[config.mk]
export PLATFORM = sky130hd
export DESIGN_NAME = oss_switch
export DESIGN_NICKNAME = d
export VERILOG_FILES = /design/src/oss_pkg.sv /design/src/oss_switch.sv
export VERILOG_INCLUDE_DIRS = /design/src
export SDC_FILE = /design/constraint.sdc
export NUM_CORES = 1
export LEC_CHECK = 0
export ABC_AREA = 0
export BUFFER_PORTS_ARGS = -buffer_cell sky130_fd_sc_hd__buf_4
export CORE_ASPECT_RATIO = 0.9
export CORE_UTILIZATION = 41
export CTS_CLUSTER_SIZE = 16
export DETAILED_ROUTE_END_ITERATION = 8
export GPL_TIMING_DRIVEN = 0
export PLACE_DENSITY = 0.77
export SETUP_SLACK_MARGIN = 0.3
export SLEW_MARGIN = 0
export SYNTH_ARGS = -nofsm -noshare
export SYNTH_HDL_FRONTEND = slang
export SYNTH_SLANG_ARGS = --single-unit
[constraint.sdc]
create_clock -name pclk -period 1.5 [get_ports pclk]
set_clock_uncertainty 0.1 [all_clocks]
set_input_delay 0.075 -clock pclk [delete_from_list [all_inputs] [get_ports pclk]]
set_output_delay 0.075 -clock pclk [all_outputs]
set_load 0.01 [all_outputs]
[src/oss_defs.svh]
/*
  Register offsets, field positions, reset values and counts for the
  oscillator source switch. Included by the design and the bench;
  assumes nothing beyond a SystemVerilog compiler.
*/
// Behaviour
// RL1 - Select 00 internal, 01 external clock, 10 external RC, 11 crystal.
// RL2 - Any external source makes the input pin a clock input; crystal also claims output pin.
// RL3 - Software sets the request only after the source has stabilised.
// RL4 - After seeing the request, wait two external rising edges before switching.
// RL5 - Switching from internal to external clock leaves no glitch on outputs.
// RL6 - Set the engaged status first, then stop the internal oscillator.
// RL7 - Once engaged only reset brings back the internal oscillator; no fallback.
// RL8 - Software should wait about 4096 crystal cycles before requesting.
// RL9 - Software may precharge a crystal by driving the output pin high.
// RL10 - Output pin: crystal amp, port I/O for external clock, else enable picks clock.
// RL11 - External clock mode takes the input pin straight as the full-rate clock.
// RL12 - Full-rate clock equals the selected source and goes to integration logic.
// RL13 - Half-rate clock runs at half the full-rate clock.
// RL14 - Wait mode changes nothing; both clocks keep running.
// RL15 - Stop mode disables the source clock and both derived clocks; the code stops only the derived clocks, oscillator enables stay on.
// RL16 - Debug break keeps both clocks running.
// RL17 - Integration enable turns the selected oscillator on or off.
// RL18 - Request bit is read/write, cleared by reset, ignored in monitor bypass.
// RL19 - Engaged bit is read-only, 1 while an external source drives the clock.
// RL20 - Eight read/write trim bits set internal capacitance; larger means longer period.
// RL21 - Trim resets to midpoint 0x80 for a nominal 4.0 MHz.
// RL22 - After reset the internal oscillator is the source until a switch completes.
// RL23 - Request is synchronised before activity edges are counted.
`ifndef OSS_DEFS_SVH
`define OSS_DEFS_SVH

`define OSS_ADDR_W 12
`define OSS_STATUS_OFS 12'h000
`define OSS_TRIM_OFS 12'h004
`define OSS_CTRL_OFS 12'h008

`define OSS_ST_ENGAGED_BIT 0
`define OSS_ST_REQUEST_BIT 1
`define OSS_CTRL_SEL_LSB 0
`define OSS_CTRL_SEL_MSB 1
`define OSS_CTRL_PINEN_BIT 2

`define OSS_SRC_INT 2'h0
`define OSS_SRC_EXT 2'h1
`define OSS_SRC_RC 2'h2
`define OSS_SRC_XTAL 2'h3

`define OSS_TRIM_RESET 8'h80
`define OSS_ACTIVITY_EDGES 2'h2

`endif

[src/oss_pkg.sv]
/*
  Types shared by the oscillator source switch.
  Assumes oss_defs.svh is on the include path.
*/
package oss_pkg;
  typedef enum logic [2:0] {
    OSS_RUN_INT,
    OSS_CONFIRM,
    OSS_ALIGN,
    OSS_RUN_EXT
  } oss_state_t;

  // Shared clock output pin bundle
  typedef struct packed {
    logic o;
    logic oe;
    logic port_owns;
  } oss_pin_t;
endpackage : oss_pkg

[src/oss_switch.sv]
/*
  Oscillator source switch: source decode, request handshake, glitch-free
  move from internal to external clock, derived clocks, pin muxing and an
  APB register file (status, trim, control).
  Assumes source clock levels arrive synchronous to pclk and well below
  half its rate; the integration logic drives enable, stop and monitor.
*/
// Implementation choices: the register addresses and the APB interface to the registers.
`include "oss_defs.svh"

module oss_switch (
  // APB slave
  input wire logic pclk,
  input wire logic presetn,
  input wire logic ce,
  input wire logic psel,
  input wire logic penable,
  input wire logic pwrite,
  input wire logic [`OSS_ADDR_W-1:0] paddr,
  input wire logic [31:0] pwdata,
  output logic [31:0] prdata,
  output logic pready,
  output logic pslverr,
  // Source clock levels
  input wire logic internal_source_clock,
  input wire logic clock_input_pin,
  input wire logic resistor_cap_clock,
  input wire logic crystal_source_clock,
  // Integration logic controls
  input wire logic osc_enable_from_integration,
  input wire logic stop_mode,
  input wire logic monitor_bypass,
  // Clocks out
  output logic full_rate_clock,
  output logic half_rate_clock,
  // Oscillator circuit controls
  output logic int_osc_enable,
  output logic rc_osc_enable,
  output logic xtal_osc_enable,
  output logic [7:0] trim_factor,
  // Pins
  output logic clock_input_enable,
  output logic xtal_amp_enable,
  output oss_pkg::oss_pin_t clock_output_pin
);

  logic [1:0] clock_source_select;
  logic clkout_pin_enable;
  logic ext_clock_request;
  logic ext_clock_engaged;
  logic using_ext;
  logic int_stopped;
  logic req_meta;
  logic req_sync;
  logic ext_prev;
  logic [1:0] edge_cnt;
  oss_pkg::oss_state_t state;
  logic ext_lvl;
  logic next_full;
  logic setup;
  logic wr_access;
  logic [31:0] rd_word;
  logic rd_hit;

  // External source level for the selected mode
  function automatic logic pick_ext(input logic [1:0] sel, input logic pin,
                                    input logic rc, input logic xt);
    case (sel)
      `OSS_SRC_EXT: pick_ext = pin;   // [RL11]
      `OSS_SRC_RC: pick_ext = rc;
      `OSS_SRC_XTAL: pick_ext = xt;
      default: pick_ext = 1'b0;
    endcase
  endfunction : pick_ext

  // Internal or RC source may drive the output pin
  function automatic logic pin_can_clock(input logic [1:0] sel);
    pin_can_clock = (sel == `OSS_SRC_INT) || (sel == `OSS_SRC_RC);
  endfunction : pin_can_clock

  assign ext_lvl = pick_ext(clock_source_select, clock_input_pin,
                            resistor_cap_clock, crystal_source_clock);

  // Wait and break have no input here: the clock path ignores them
  always_comb begin
    if (!osc_enable_from_integration || stop_mode) begin
      next_full = 1'b0;   // [RL15] [RL17]
    end else if (using_ext) begin
      next_full = ext_lvl;   // [RL12]
    end else begin
      next_full = internal_source_clock;   // [RL12] [RL14] [RL16] [RL22]
    end
  end

  // APB decode
  assign setup = psel && !penable;
  assign wr_access = psel && penable && pready && pwrite && !pslverr;

  always_comb begin
    rd_word = 32'h0000_0000;
    rd_hit = 1'b1;
    case (paddr)
      `OSS_STATUS_OFS: begin
        rd_word[`OSS_ST_ENGAGED_BIT] = ext_clock_engaged;   // [RL19]
        rd_word[`OSS_ST_REQUEST_BIT] = ext_clock_request;
      end
      `OSS_TRIM_OFS: rd_word[7:0] = trim_factor;
      `OSS_CTRL_OFS: begin
        rd_word[`OSS_CTRL_SEL_MSB:`OSS_CTRL_SEL_LSB] = clock_source_select;
        rd_word[`OSS_CTRL_PINEN_BIT] = clkout_pin_enable;
      end
      default: rd_hit = 1'b0;
    endcase
  end

  // Zero-wait slave: answer is loaded in setup, valid through access
  always_ff @(posedge pclk or negedge presetn) begin
    if (!presetn) begin
      pready <= 1'b0;
      prdata <= 32'h0000_0000;
      pslverr <= 1'b0;
    end else if (ce) begin
      if (setup) begin
        pready <= 1'b1;
        pslverr <= !rd_hit;
        prdata <= (rd_hit && !pwrite) ? rd_word : 32'h0000_0000;
      end else begin
        pready <= 1'b0;
        pslverr <= 1'b0;
      end
    end
  end

  // Request bit; ignored while the monitor bypasses the oscillator
  always_ff @(posedge pclk or negedge presetn) begin
    if (!presetn) begin
      ext_clock_request <= 1'b0;   // [RL18]
    end else if (ce) begin
      if (wr_access && paddr == `OSS_STATUS_OFS && !monitor_bypass) begin
        ext_clock_request <= pwdata[`OSS_ST_REQUEST_BIT];   // [RL18]
      end
    end
  end

  always_ff @(posedge pclk or negedge presetn) begin
    if (!presetn) begin
      trim_factor <= `OSS_TRIM_RESET;   // [RL21]
    end else if (ce) begin
      if (wr_access && paddr == `OSS_TRIM_OFS) begin
        trim_factor <= pwdata[7:0];   // [RL20]
      end
    end
  end

  // Source locked once switching begins, so the edge count stays honest
  always_ff @(posedge pclk or negedge presetn) begin
    if (!presetn) begin
      clock_source_select <= `OSS_SRC_INT;   // [RL22]
      clkout_pin_enable <= 1'b0;
    end else if (ce) begin
      if (wr_access && paddr == `OSS_CTRL_OFS) begin
        if (state == oss_pkg::OSS_RUN_INT) begin
          clock_source_select <= pwdata[`OSS_CTRL_SEL_MSB:`OSS_CTRL_SEL_LSB];   // [RL1]
        end
        clkout_pin_enable <= pwdata[`OSS_CTRL_PINEN_BIT];
      end
    end
  end

  // Two-stage synchroniser for the request
  always_ff @(posedge pclk or negedge presetn) begin
    if (!presetn) begin
      req_meta <= 1'b0;
      req_sync <= 1'b0;
    end else if (ce) begin
      req_meta <= ext_clock_request;   // [RL23]
      req_sync <= req_meta;
    end
  end

  always_ff @(posedge pclk or negedge presetn) begin
    if (!presetn) begin
      ext_prev <= 1'b0;
    end else if (ce) begin
      ext_prev <= ext_lvl;
    end
  end

  // Switch sequence
  always_ff @(posedge pclk or negedge presetn) begin
    if (!presetn) begin
      state <= oss_pkg::OSS_RUN_INT;
      edge_cnt <= 2'h0;
      using_ext <= 1'b0;
      ext_clock_engaged <= 1'b0;
      int_stopped <= 1'b0;
    end else if (ce) begin
      case (state)
        oss_pkg::OSS_RUN_INT: begin
          edge_cnt <= 2'h0;
          // Software is trusted to have let the source settle first
          if (req_sync && clock_source_select != `OSS_SRC_INT && !monitor_bypass) begin   // [RL3] [RL8]
            state <= oss_pkg::OSS_CONFIRM;
          end
        end
        oss_pkg::OSS_CONFIRM: begin
          if (!req_sync) begin
            state <= oss_pkg::OSS_RUN_INT;
          end else if (ext_lvl && !ext_prev) begin
            edge_cnt <= edge_cnt + 2'h1;   // [RL4]
            if (edge_cnt + 2'h1 == `OSS_ACTIVITY_EDGES) begin
              state <= oss_pkg::OSS_ALIGN;   // [RL4]
            end
          end
        end
        oss_pkg::OSS_ALIGN: begin
          // Hand over only while both sources and the output sit low
          if (!internal_source_clock && !ext_lvl && !full_rate_clock) begin   // [RL5]
            using_ext <= 1'b1;
            ext_clock_engaged <= 1'b1;   // [RL6] [RL19]
            state <= oss_pkg::OSS_RUN_EXT;
          end
        end
        oss_pkg::OSS_RUN_EXT: begin
          // No clock monitor: a dead source is not left
          int_stopped <= 1'b1;   // [RL6] [RL7]
        end
        default: state <= oss_pkg::OSS_RUN_INT;
      endcase
    end
  end

  // Derived clocks
  always_ff @(posedge pclk or negedge presetn) begin
    if (!presetn) begin
      full_rate_clock <= 1'b0;
      half_rate_clock <= 1'b0;
    end else if (ce) begin
      full_rate_clock <= next_full;   // [RL12]
      if (next_full && !full_rate_clock) begin
        half_rate_clock <= !half_rate_clock;   // [RL13]
      end
    end
  end

  // Oscillator circuit enables
  always_ff @(posedge pclk or negedge presetn) begin
    if (!presetn) begin
      int_osc_enable <= 1'b0;
      rc_osc_enable <= 1'b0;
      xtal_osc_enable <= 1'b0;
    end else if (ce) begin
      int_osc_enable <= osc_enable_from_integration && !int_stopped;   // [RL17] [RL7]
      rc_osc_enable <= osc_enable_from_integration && clock_source_select == `OSS_SRC_RC;   // [RL17]
      xtal_osc_enable <= osc_enable_from_integration && clock_source_select == `OSS_SRC_XTAL;   // [RL17]
    end
  end

  // Pin functions
  always_ff @(posedge pclk or negedge presetn) begin
    if (!presetn) begin
      clock_input_enable <= 1'b0;
      xtal_amp_enable <= 1'b0;
      clock_output_pin <= '{o: 1'b0, oe: 1'b0, port_owns: 1'b1};
    end else if (ce) begin
      clock_input_enable <= clock_source_select != `OSS_SRC_INT;   // [RL2] [RL11]
      xtal_amp_enable <= clock_source_select == `OSS_SRC_XTAL;   // [RL2] [RL10]
      if (clock_source_select == `OSS_SRC_XTAL) begin
        clock_output_pin <= '{o: 1'b0, oe: 1'b0, port_owns: 1'b0};   // [RL10]
      end else if (pin_can_clock(clock_source_select) && clkout_pin_enable) begin
        clock_output_pin <= '{o: next_full, oe: 1'b1, port_owns: 1'b0};   // [RL10]
      end else begin
        clock_output_pin <= '{o: 1'b0, oe: 1'b0, port_owns: 1'b1};   // [RL10]
      end
    end
  end
endmodule : oss_switch

==> run metrics, run 1 <==
IO buf count between 50 and 60; num ports 109; fin area between 0.003 and 0.004 sq mm; initial core utilization 42.9%; Crit Path Class flop to flop; critical-path cell list buf_6 > and3b_2 > a21oi_4 > buf_6 > o311a_1 > a221o_1; total via count after detailed routing 1,829; Crit path top cell by count buf_6; Antenna Cells 0; worst skew pair latency about 0.3 ns; Synth Instances around 190; Chip Height between 60 and 70 microns; Hold Worst Slack between 0.015 and 0.02 ns; die area 0.00541 sq mm; Routed Antenna Nets 0; total global-route track usage 20.8%; Netlist Area Pre-Place 0.00210 sq mm; CP max-delay cell dfrtp_1; Place WS -0.188 ns; CTS root buf clkbuf_8; Lkg Pwr 1.61 nW; Netlist cell types 48; width of the die 77.4 microns; max_cap viols 0; Final WS setup -0.179 ns; reg2reg setup slack -0.18 ns; maximum VDD drop 674 uV; crit path max fanout 5; Post-DP Area 0.00273 sq mm; total power draw 2.52 mW; status complete, but fails checks; initial antenna violation count 0; # fillers 384; TritonCTS clock tree built; Final Wtd Congestion 0.836; FP Rows 24; Primary FF master, synth dfrtp_1; Synth area leader dfrtp_1; failing checks negative setup slack; DRC 0; Yosys warnings 0; H-tree Lvls 2; register area share after synthesis 49.0%; cell-internal power 1.89 mW; Fmax achieved 0.596 GHz; Post-layout nets 365; critical path's largest stage delay 0.38 ns; number of DRC violations after detailed-routing iteration 0 90; Register Area between 0.001 and 0.0015 sq mm; Post-Syn Area per Cell 10.8 sq um; Crit. End Element flop; Synth top area share a little under half; layout cells sized above 1 a little under half; first-pass GRT wire length 8690 microns; Worst-path clk slew 0.08 ns; post-synthesis async set-or-reset flop share 100%; Max clock buf depth 2; Num CTS Buffers 5; Switching Fraction 24.9%; NetSw 0.627 mW; Comb power frac between 10% and 20%; drt pass-1 iters 4; RSZ-0062 raised after global routing yes; top cells by count, synth 39 x dfrtp_1, 24 x buf_4, 15 x inv_1; vias in the first global route 1,900; multi-input combinational cell area 982 sq um; vias per cell 4.90; core area 0.00489 sq mm; critical path arrival 1.76 ns; final-report max-slew violation count 0; clock power share 36.8%; total clock sinks 41; Synth area leaders dfrtp_1 46%, buf_4 8.6%, mux2_2 6.4%; count leader, synth dfrtp_1; area delta synth->final 52.3%; Hold WC Path Type input port to flop; DP HPWL 3550 microns; grt total ovfl 0; number of synthesized flops with an enable pin 0; Worst Tran Pin Value 0.603 ns; max_slew headroom approximately three fifths; final hold violations 0; Tmin final 1.68 ns; flop and latch count out of synthesis 41; CP Data Required Time 1.58 ns; Total Routed Length 5420 microns; WL per Instance 14.5 microns; critical path launch point type flop; Power Density 788 mW/mm^2; Final setup viols 16; period utilisation layout 112%; part of the power in registers a little under half; largest net degree at the start of global routing 42
==> sequential cells by signal, summed over array words and instances, names as in the netlist, 2 cells and up <==
signal,flops
prdata,8
trim_factor,8
clock_output_pin,3
clock_source_select,2
edge_cnt,2
state,2
==> routing by layer <==
layer,GRT usage [%],wire length (microns),up-vias
met5,0,0,-
met4,9.22,97,0
met3,6.14,431,12
met2,35.1,2790,80
met1,24.6,2100,880
li1,-,-,857
==> path summary, 6_finish.rpt <==
check / from / end / depth (start not counted)
setup reg to reg: clock_source_select[1] / edge_cnt[0] / 6
min in group asynchronous: presetn / edge_cnt[0] / 2
setup / recovery: clock_source_select[1] / edge_cnt[0] / 6
hold reg to reg: int_stopped / int_osc_enable / 1
max in group asynchronous: presetn / trim_factor[7] / 2
hold / removal: paddr[3] / pslverr / 3
==> kinds of logic (layout without fill, tap and decap cells) <==
| family | count (synthesis) | after routing | share of synthesized area, % |
|---|---|---|---|
| buffers and inverters | 47 | 138 | 13.3 |
| adders and majority gates | 1 | 1 | 0.596 |
| muxes | 17 | 17 | 9.30 |
| other | 1 | 24 | 0.179 |
| DFF | 41 | 41 | 49.0 |
| AOI/OAI and AO/OA | 36 | 36 | 12.7 |
| xor gates and xnor gates | 1 | 1 | 0.417 |
| and+or+nand+nor | 50 | 50 | 14.5 |
==> cell type report <==
class	instances	share of cell area, %
buffer	32	7.39
clock buffer	7	2.70
clock inverter	1	0.939
inverter	15	1.76
multi-input combinational	129	30.7
sequential	41	32.2
tap	65	2.54
timing repair buffer	83	21.8
==> worst max-delay path: cells and delay by family, from the launching register on <==
family | cells | cell delay (ns)
flops | 1 | 0.38
buf+inv | 2 | 0.25
compound gates | 3 | 0.59
simple gates | 1 | 0.24
==> per-stage QoR <==
step / instances / utilization [%] / setup TNS (ns)
floorplan: 217 / - / -0.126
global placement: 341 / 55.8 / -1.70
detailed placement: 341 / 55.8 / -2.40
CTS: 371 / 63.2 / -1.08
global route: 373 / 65.3 / -2.69
finish: 373 / 65.3 / -1.39
==> power groups by stage <==
stage | clock [mW] | combinational, mW | sequential, mW
final | 0.927 | 0.405 | 1.19
after CTS | 0.931 | 0.389 | 1.18
after global placement | 0 | 0.351 | 1.20
after floorplan | 0 | 0.187 | 1.21
after detailed placement | 0 | 0.358 | 1.20
after global routing | 0.980 | 0.437 | 1.19
==> layout by cell type, fill, tap and decap left out, types with 3 or more instances in the layout <==
| cell type | instances |
|---|---|
| mux2i_1 | 3 |
| dfrtp_1 | 39 |
| nand3_2 | 4 |
| o21ai_0 | 3 |
| nor4_4 | 3 |
| inv_1 | 14 |
| clkbuf_8 | 7 |
| a22o_1 | 6 |
| dlygate4sd3_1 | 11 |
| mux2_4 | 4 |
| conb_1 | 24 |
| clkbuf_1 | 5 |
| o22ai_1 | 4 |
| buf_4 | 88 |
| buf_6 | 7 |
| nor2_1 | 12 |
| nand2_1 | 9 |
| mux2_2 | 10 |
==> repair_timing <==
item	4_1_cts	5_1_grt
pin swaps	7	14
hold buffers	11	0
gates cloned	0	0
endpoints found under the setup margin	28	35
resized for setup	14	21
setup buffers	11	2
hold endpoints to repair	54	0
(Power assumes the default switching activity.)
==> run 2: changes to the inputs <==
Settings changed: CORE_UTILIZATION 41 to 40, PLACE_DENSITY 0.77 to 0.73.
Clock period 1.5 ns to 2.1 ns, I/O delays scaled along.
==> run 2 against run 1 <==
Critical path type unchanged. Utilization down 6.7 points. Sequential cell count did not move. The flow now finishes without violations. Via count fell by 6.5%. Highest routed layer unchanged.
==> run metrics, run 2 (synthesis gave the netlist of run 1 again) <==
drt pass-1 iters 4 (unchanged); total global-route track usage 17.7% (-3.2 points); Total Routed Length 4720 microns (-13%); critical path launch point type flop; vias per cell 4.76 (-2.9%); status completed; Chip Height 70.7 microns (+1.2%); most frequent cells in the layout 84 x buf_4, 39 x dfrtp_1, 24 x conb_1; fin area 0.00290 sq mm (-9.2%); largest net degree at the start of global routing 42 (unchanged); Crit Path Class flop to flop; final-report max-slew violation count 0 (unchanged); initial core utilization 42.4% (-0.52 points); CTS root buf clkbuf_8; Post-DP Area 0.00271 sq mm (-0.82%); vias in the first global route 1,556 (-18%); Final Wtd Congestion 0.815 (-2.5%); Num CTS Buffers 5 (unchanged); worst skew pair latency 0.29 ns (about the same); WL per Instance 13.2 microns (-9.4%); Fmax achieved 0.576 GHz (-3.3%); post-layout util 58.6% (-6.7 points); total via count after detailed routing 1,710 (-6.5%); # fillers 462 (+20%); critical path arrival 1.82 ns (+0.06 ns); Hold Worst Slack 0.0303 ns (+0.0140 ns); layout cells sized above 1 39.5% (-8.3 points); H-tree Lvls 2 (unchanged); initial antenna violation count 0 (unchanged); first-pass GRT wire length 7470 microns (-14%); grt total ovfl 0 (unchanged); CP Data Required Time 2.18 ns (+0.60 ns); die area 0.00554 sq mm (+2.4%); Post-layout nets 352 (-3.6%); Lkg Pwr 1.48 nW (-7.7%); multi-input combinational cell area 877 sq um (-11%); Worst Tran Pin Value 0.520 ns (-0.0834 ns); crit path max fanout 9 (+4); most common cell after layout, fill and taps aside buf_4; FP Rows 24 (unchanged); Crit. End Element flop; Antenna Cells 0 (unchanged); DRC 0 (unchanged); Final setup viols 0 (-16); Worst-path clk slew 0.07 ns (about the same); Max clock buf depth 2 (unchanged); num ports 109 (unchanged); final hold violations 0 (unchanged); core area 0.00495 sq mm (+1.2%); number of DRC violations after detailed-routing iteration 0 105 (+17%); total clock sinks 41 (unchanged); Hold WC Path Type input port to flop; IO buf count 59 (unchanged); Resized cells post-CTS 0 (-14); Regs by FF count prdata x8, trim_factor x8, clock_output_pin x3; max_cap viols 0 (unchanged); maximum VDD drop 296 uV (-56%); worst-case reg-to-reg path depth 5 (-1); period utilisation layout 82.7% (-29 points); max_slew headroom 65.3% (+5.6 points); setup_tns 0 ns (+1.39 ns); TritonCTS clock tree built; Tmin final 1.74 ns (+0.0582 ns); Routed Antenna Nets 0 (unchanged); DP HPWL 3420 microns (-3.7%); Hold Path Depth 2 (-1); Register Area 0.00103 sq mm (unchanged); area delta synth->final 38.3%; Power Density 564 mW/mm^2 (-28%); RSZ-0062 raised after global routing no; width of the die 78.4 microns (+1.2%)
run 2: cell types whose count changed in the layout (fill, tap and decap cells not counted), moves of 3 or more:
cell	before	now
a21oi_1	2	5
buf_4	88	84
buf_6	7	0
nand3_1	1	5
nand3_2	4	0
o21ai_0	3	6
run 2: final cells by class:
type	instances	area share (%)
Sequential cell	41	35.4
Multi-Input combinational cell	129	30.2
Timing Repair Buffer	70	19.0
Buffer	32	7.71
Clock buffer	7	2.97
Tap cell	65	2.80
Inverter	15	1.94
run 2: what timing repair did:
item / CTS / global route
hold buffers: 10 / 0
endpoints found under the hold margin: 53 / 0
setup endpoints to repair: 0 / 3
buffers inserted: 0 / 1
run 2: final timing paths:
kind | from | to | slack [ns]
worst min register to register | int_stopped | int_osc_enable | 0.36
min in group asynchronous | presetn | full_rate_clock | 0.23
worst max-delay path | clock_source_select[0] | edge_cnt[0] | 0.36
max in group asynchronous | presetn | clock_output_pin[0] | 1.30
worst max register to register | clock_source_select[0] | edge_cnt[0] | 0.36
worst min-delay path | ce | req_meta | 0.03
run 2: metal layers:
metal / wire length (microns) / GRT usage (%) / vias to the layer above
li1: - / - / 831
met1: 2070 / 22.9 / 809
met2: 2290 / 29.1 / 63
met3: 284 / 3.35 / 7
met4: 81 / 7.41 / 0
met5: 0 / 0 / -
run 2: stage by stage:
stage | power, mW | setup slack, ns | std cells
2_1_floorplan | 0.997 | 0.463 | 217
3_3_place_gp | 1.11 | 0.350 | 341
3_5_place_dp | 1.11 | 0.326 | 341
4_1_cts | 1.65 | 0.310 | 358
5_1_grt | 1.70 | 0.301 | 359
6_report | 1.64 | 0.363 | 359
run 2: critical path, cell delays in order, from the launching register on:
cell	delay, ns
dfrtp_1	0.33
buf_2	0.22
mux2_4	0.33
a21oi_4	0.23
nor3_1	0.10
a221o_1	0.32
run 2: power breakdown:
part | total [mW] | internal, mW | switching (mW)
registers | 0.842 | 0.820 | 0.0220
clock network | 0.523 | 0.261 | 0.262
logic | 0.271 | 0.137 | 0.134
==> run 3: changes to the inputs <==
Clock period 2.1 ns to 1.6 ns, I/O delays scaled along.
==> run 3 against run 2 <==
The run now ends with negative setup slack left. Sequential cell count unchanged. Global-route usage up 0.072 points. Setup slack worse by 0.39 ns. Hold slack worse by 0.023 ns. Critical path depth unchanged. Sequential power up 32%. Sequential share of layout area down 1.4 points. Utilization up 2.5 points. First-iteration DRC count down 29%. Non-clock buffer count up 10. Total power up 31%.
==> run metrics, run 3 (synthesis gave the netlist of run 1 again) <==
status complete, but fails checks; failing checks negative setup slack; Lkg Pwr 1.55 nW (+4.4%); Worst Tran Pin Value 0.509 ns (-0.0105 ns); width of the die 78.4 microns (unchanged); worst skew pair latency 0.29 ns (about the same); Antenna Cells 0 (unchanged); Num CTS Buffers 5 (unchanged); grt total ovfl 0 (unchanged); setup_tns -0.0596 ns (-0.0596 ns); Routed Antenna Nets 0 (unchanged); vias per cell 4.76 (about the same); # fillers 420 (-9.1%); max_cap viols 0 (unchanged); Total Routed Length 4810 microns (+1.8%); DRC 0 (unchanged); total global-route track usage 17.7% (+0.072 points); critical path arrival 1.70 ns (-0.12 ns); max_slew headroom 66.0% (+0.70 points); CP Data Required Time 1.67 ns (-0.51 ns); clock power share 31.4% (-0.6 points); TritonCTS clock tree built; crit path max fanout 5 (-4); NetSw 0.534 mW (+28%); Worst-path clk slew 0.07 ns (about the same); Hold WC Path Type input port to flop; final hold violations 0 (unchanged); Final setup viols 3 (+3); Post-DP Area 0.00272 sq mm (+0.51%); CP delay by family, top compound AO/OA/AOI/OAI gates; layout cells sized above 1 43.0% (+3.5 points); initial antenna violation count 0 (unchanged); largest net degree at the start of global routing 42 (unchanged); H-tree Lvls 2 (unchanged); Post-layout nets 363 (+3.1%); die area 0.00554 sq mm (unchanged); most frequent cells in the layout 93 x buf_4, 39 x dfrtp_1, 24 x conb_1; first-pass GRT wire length 7630 microns (+2.1%); WP buf/inv 1 (unchanged); most common cell after layout, fill and taps aside buf_4; critical path's largest stage delay 0.38 ns (+0.05 ns); Chip Height 70.7 microns (unchanged); number of DRC violations after detailed-routing iteration 0 75 (-29%); total via count after detailed routing 1,762 (+3.0%); WL per Instance 13.0 microns (-1.2%); final-report max-slew violation count 0 (unchanged); FP Rows 24 (unchanged); Crit Path Class flop to flop; Tmin final 1.63 ns (-0.107 ns); RSZ-0062 raised after global routing yes; CP max-delay cell dfrtp_1; Power Density 706 mW/mm^2 (+25%); num ports 109 (unchanged); period utilisation layout 102% (+19 points); Fmax achieved 0.613 GHz (+6.5%); area delta synth->final 44.2%; drt pass-1 iters 4 (unchanged); Final WS setup -0.0307 ns (-0.393 ns); part of the power in registers 51.9% (+0.4 points); Max clock buf depth 2 (unchanged); vias in the first global route 1,666 (+7.1%); Regs by FF count prdata x8, trim_factor x8, clock_output_pin x3; fin area 0.00303 sq mm (+4.2%); critical-path cell list buf_6 > mux2_4 > a21oi_4 > nor3_2 > a221o_1; Switching Fraction 25.0% (-0.54 points); Final Wtd Congestion 0.794 (-2.6%); IO buf count 59 (unchanged); CTS root buf clkbuf_8; Crit. End Element flop; Place WS -0.0960 ns (-0.422 ns); DP HPWL 3290 microns (-3.8%); cell-internal power 1.60 mW (+31%); Hold Worst Slack 0.00770 ns (-0.0226 ns); maximum VDD drop 388 uV (+31%); total clock sinks 41 (unchanged); core area 0.00495 sq mm (unchanged); initial core utilization 42.4% (unchanged); post-layout util 61.1% (+2.5 points); critical path launch point type flop; Comb power frac 16.7% (about the same)
## run 3: final timing paths
check | startpoint | to | slack [ns] | cells after the start
max in group asynchronous | presetn | trim_factor[7] | 0.81 | 2
min reg2reg | int_stopped | int_osc_enable | 0.35 | 1
max | clock_source_select[0] | edge_cnt[0] | -0.03 | 5
max reg2reg | clock_source_select[0] | edge_cnt[0] | -0.03 | 5
min in group asynchronous | presetn | prdata[3] | 0.21 | 2
min | ce | req_meta | 0.008 | 2
## run 3: power groups by stage
stage / sequential [mW] / clock, mW / combinational [mW]
after floorplan: 1.13 / 0 / 0.174
after global placement: 1.13 / 0 / 0.329
after detailed placement: 1.13 / 0 / 0.332
after CTS: 1.11 / 0.686 / 0.355
after global routing: 1.11 / 0.719 / 0.391
final: 1.11 / 0.671 / 0.357
## run 3: stage by stage
stage	cells	total power [mW]
floorplan	217	1.31
global placement	341	1.46
detailed placement	341	1.46
CTS	368	2.15
global route	370	2.22
finish	370	2.14
## run 3: layer usage
layer | share of wire [%] | routed length, microns | track usage [%]
met1 | 42 | 2020 | 22.5
met2 | 50 | 2430 | 30.3
met3 | 5.7 | 273 | 2.71
met4 | 1.8 | 85 | 7.61
met5 | 0 | 0 | 0
## run 3: layout make-up
class	count	area, sq um	area share (%)
repair buffers	80	633	20.9
plain buffers	32	236	7.81
clock buffers	7	86.3	2.85
well taps	65	81.3	2.69
inverters	15	56.3	1.86
multi-input cells	130	905	29.9
flip-flops and latches	41	1030	34.0
## run 3: repair_timing
action	in CTS	in global routing
gates resized for setup	6	4
pin swaps	5	5
gates cloned	1	0
endpoints found under the hold margin	53	0
setup buffers	9	2
hold buffers	10	0
setup endpoints to repair	27	27
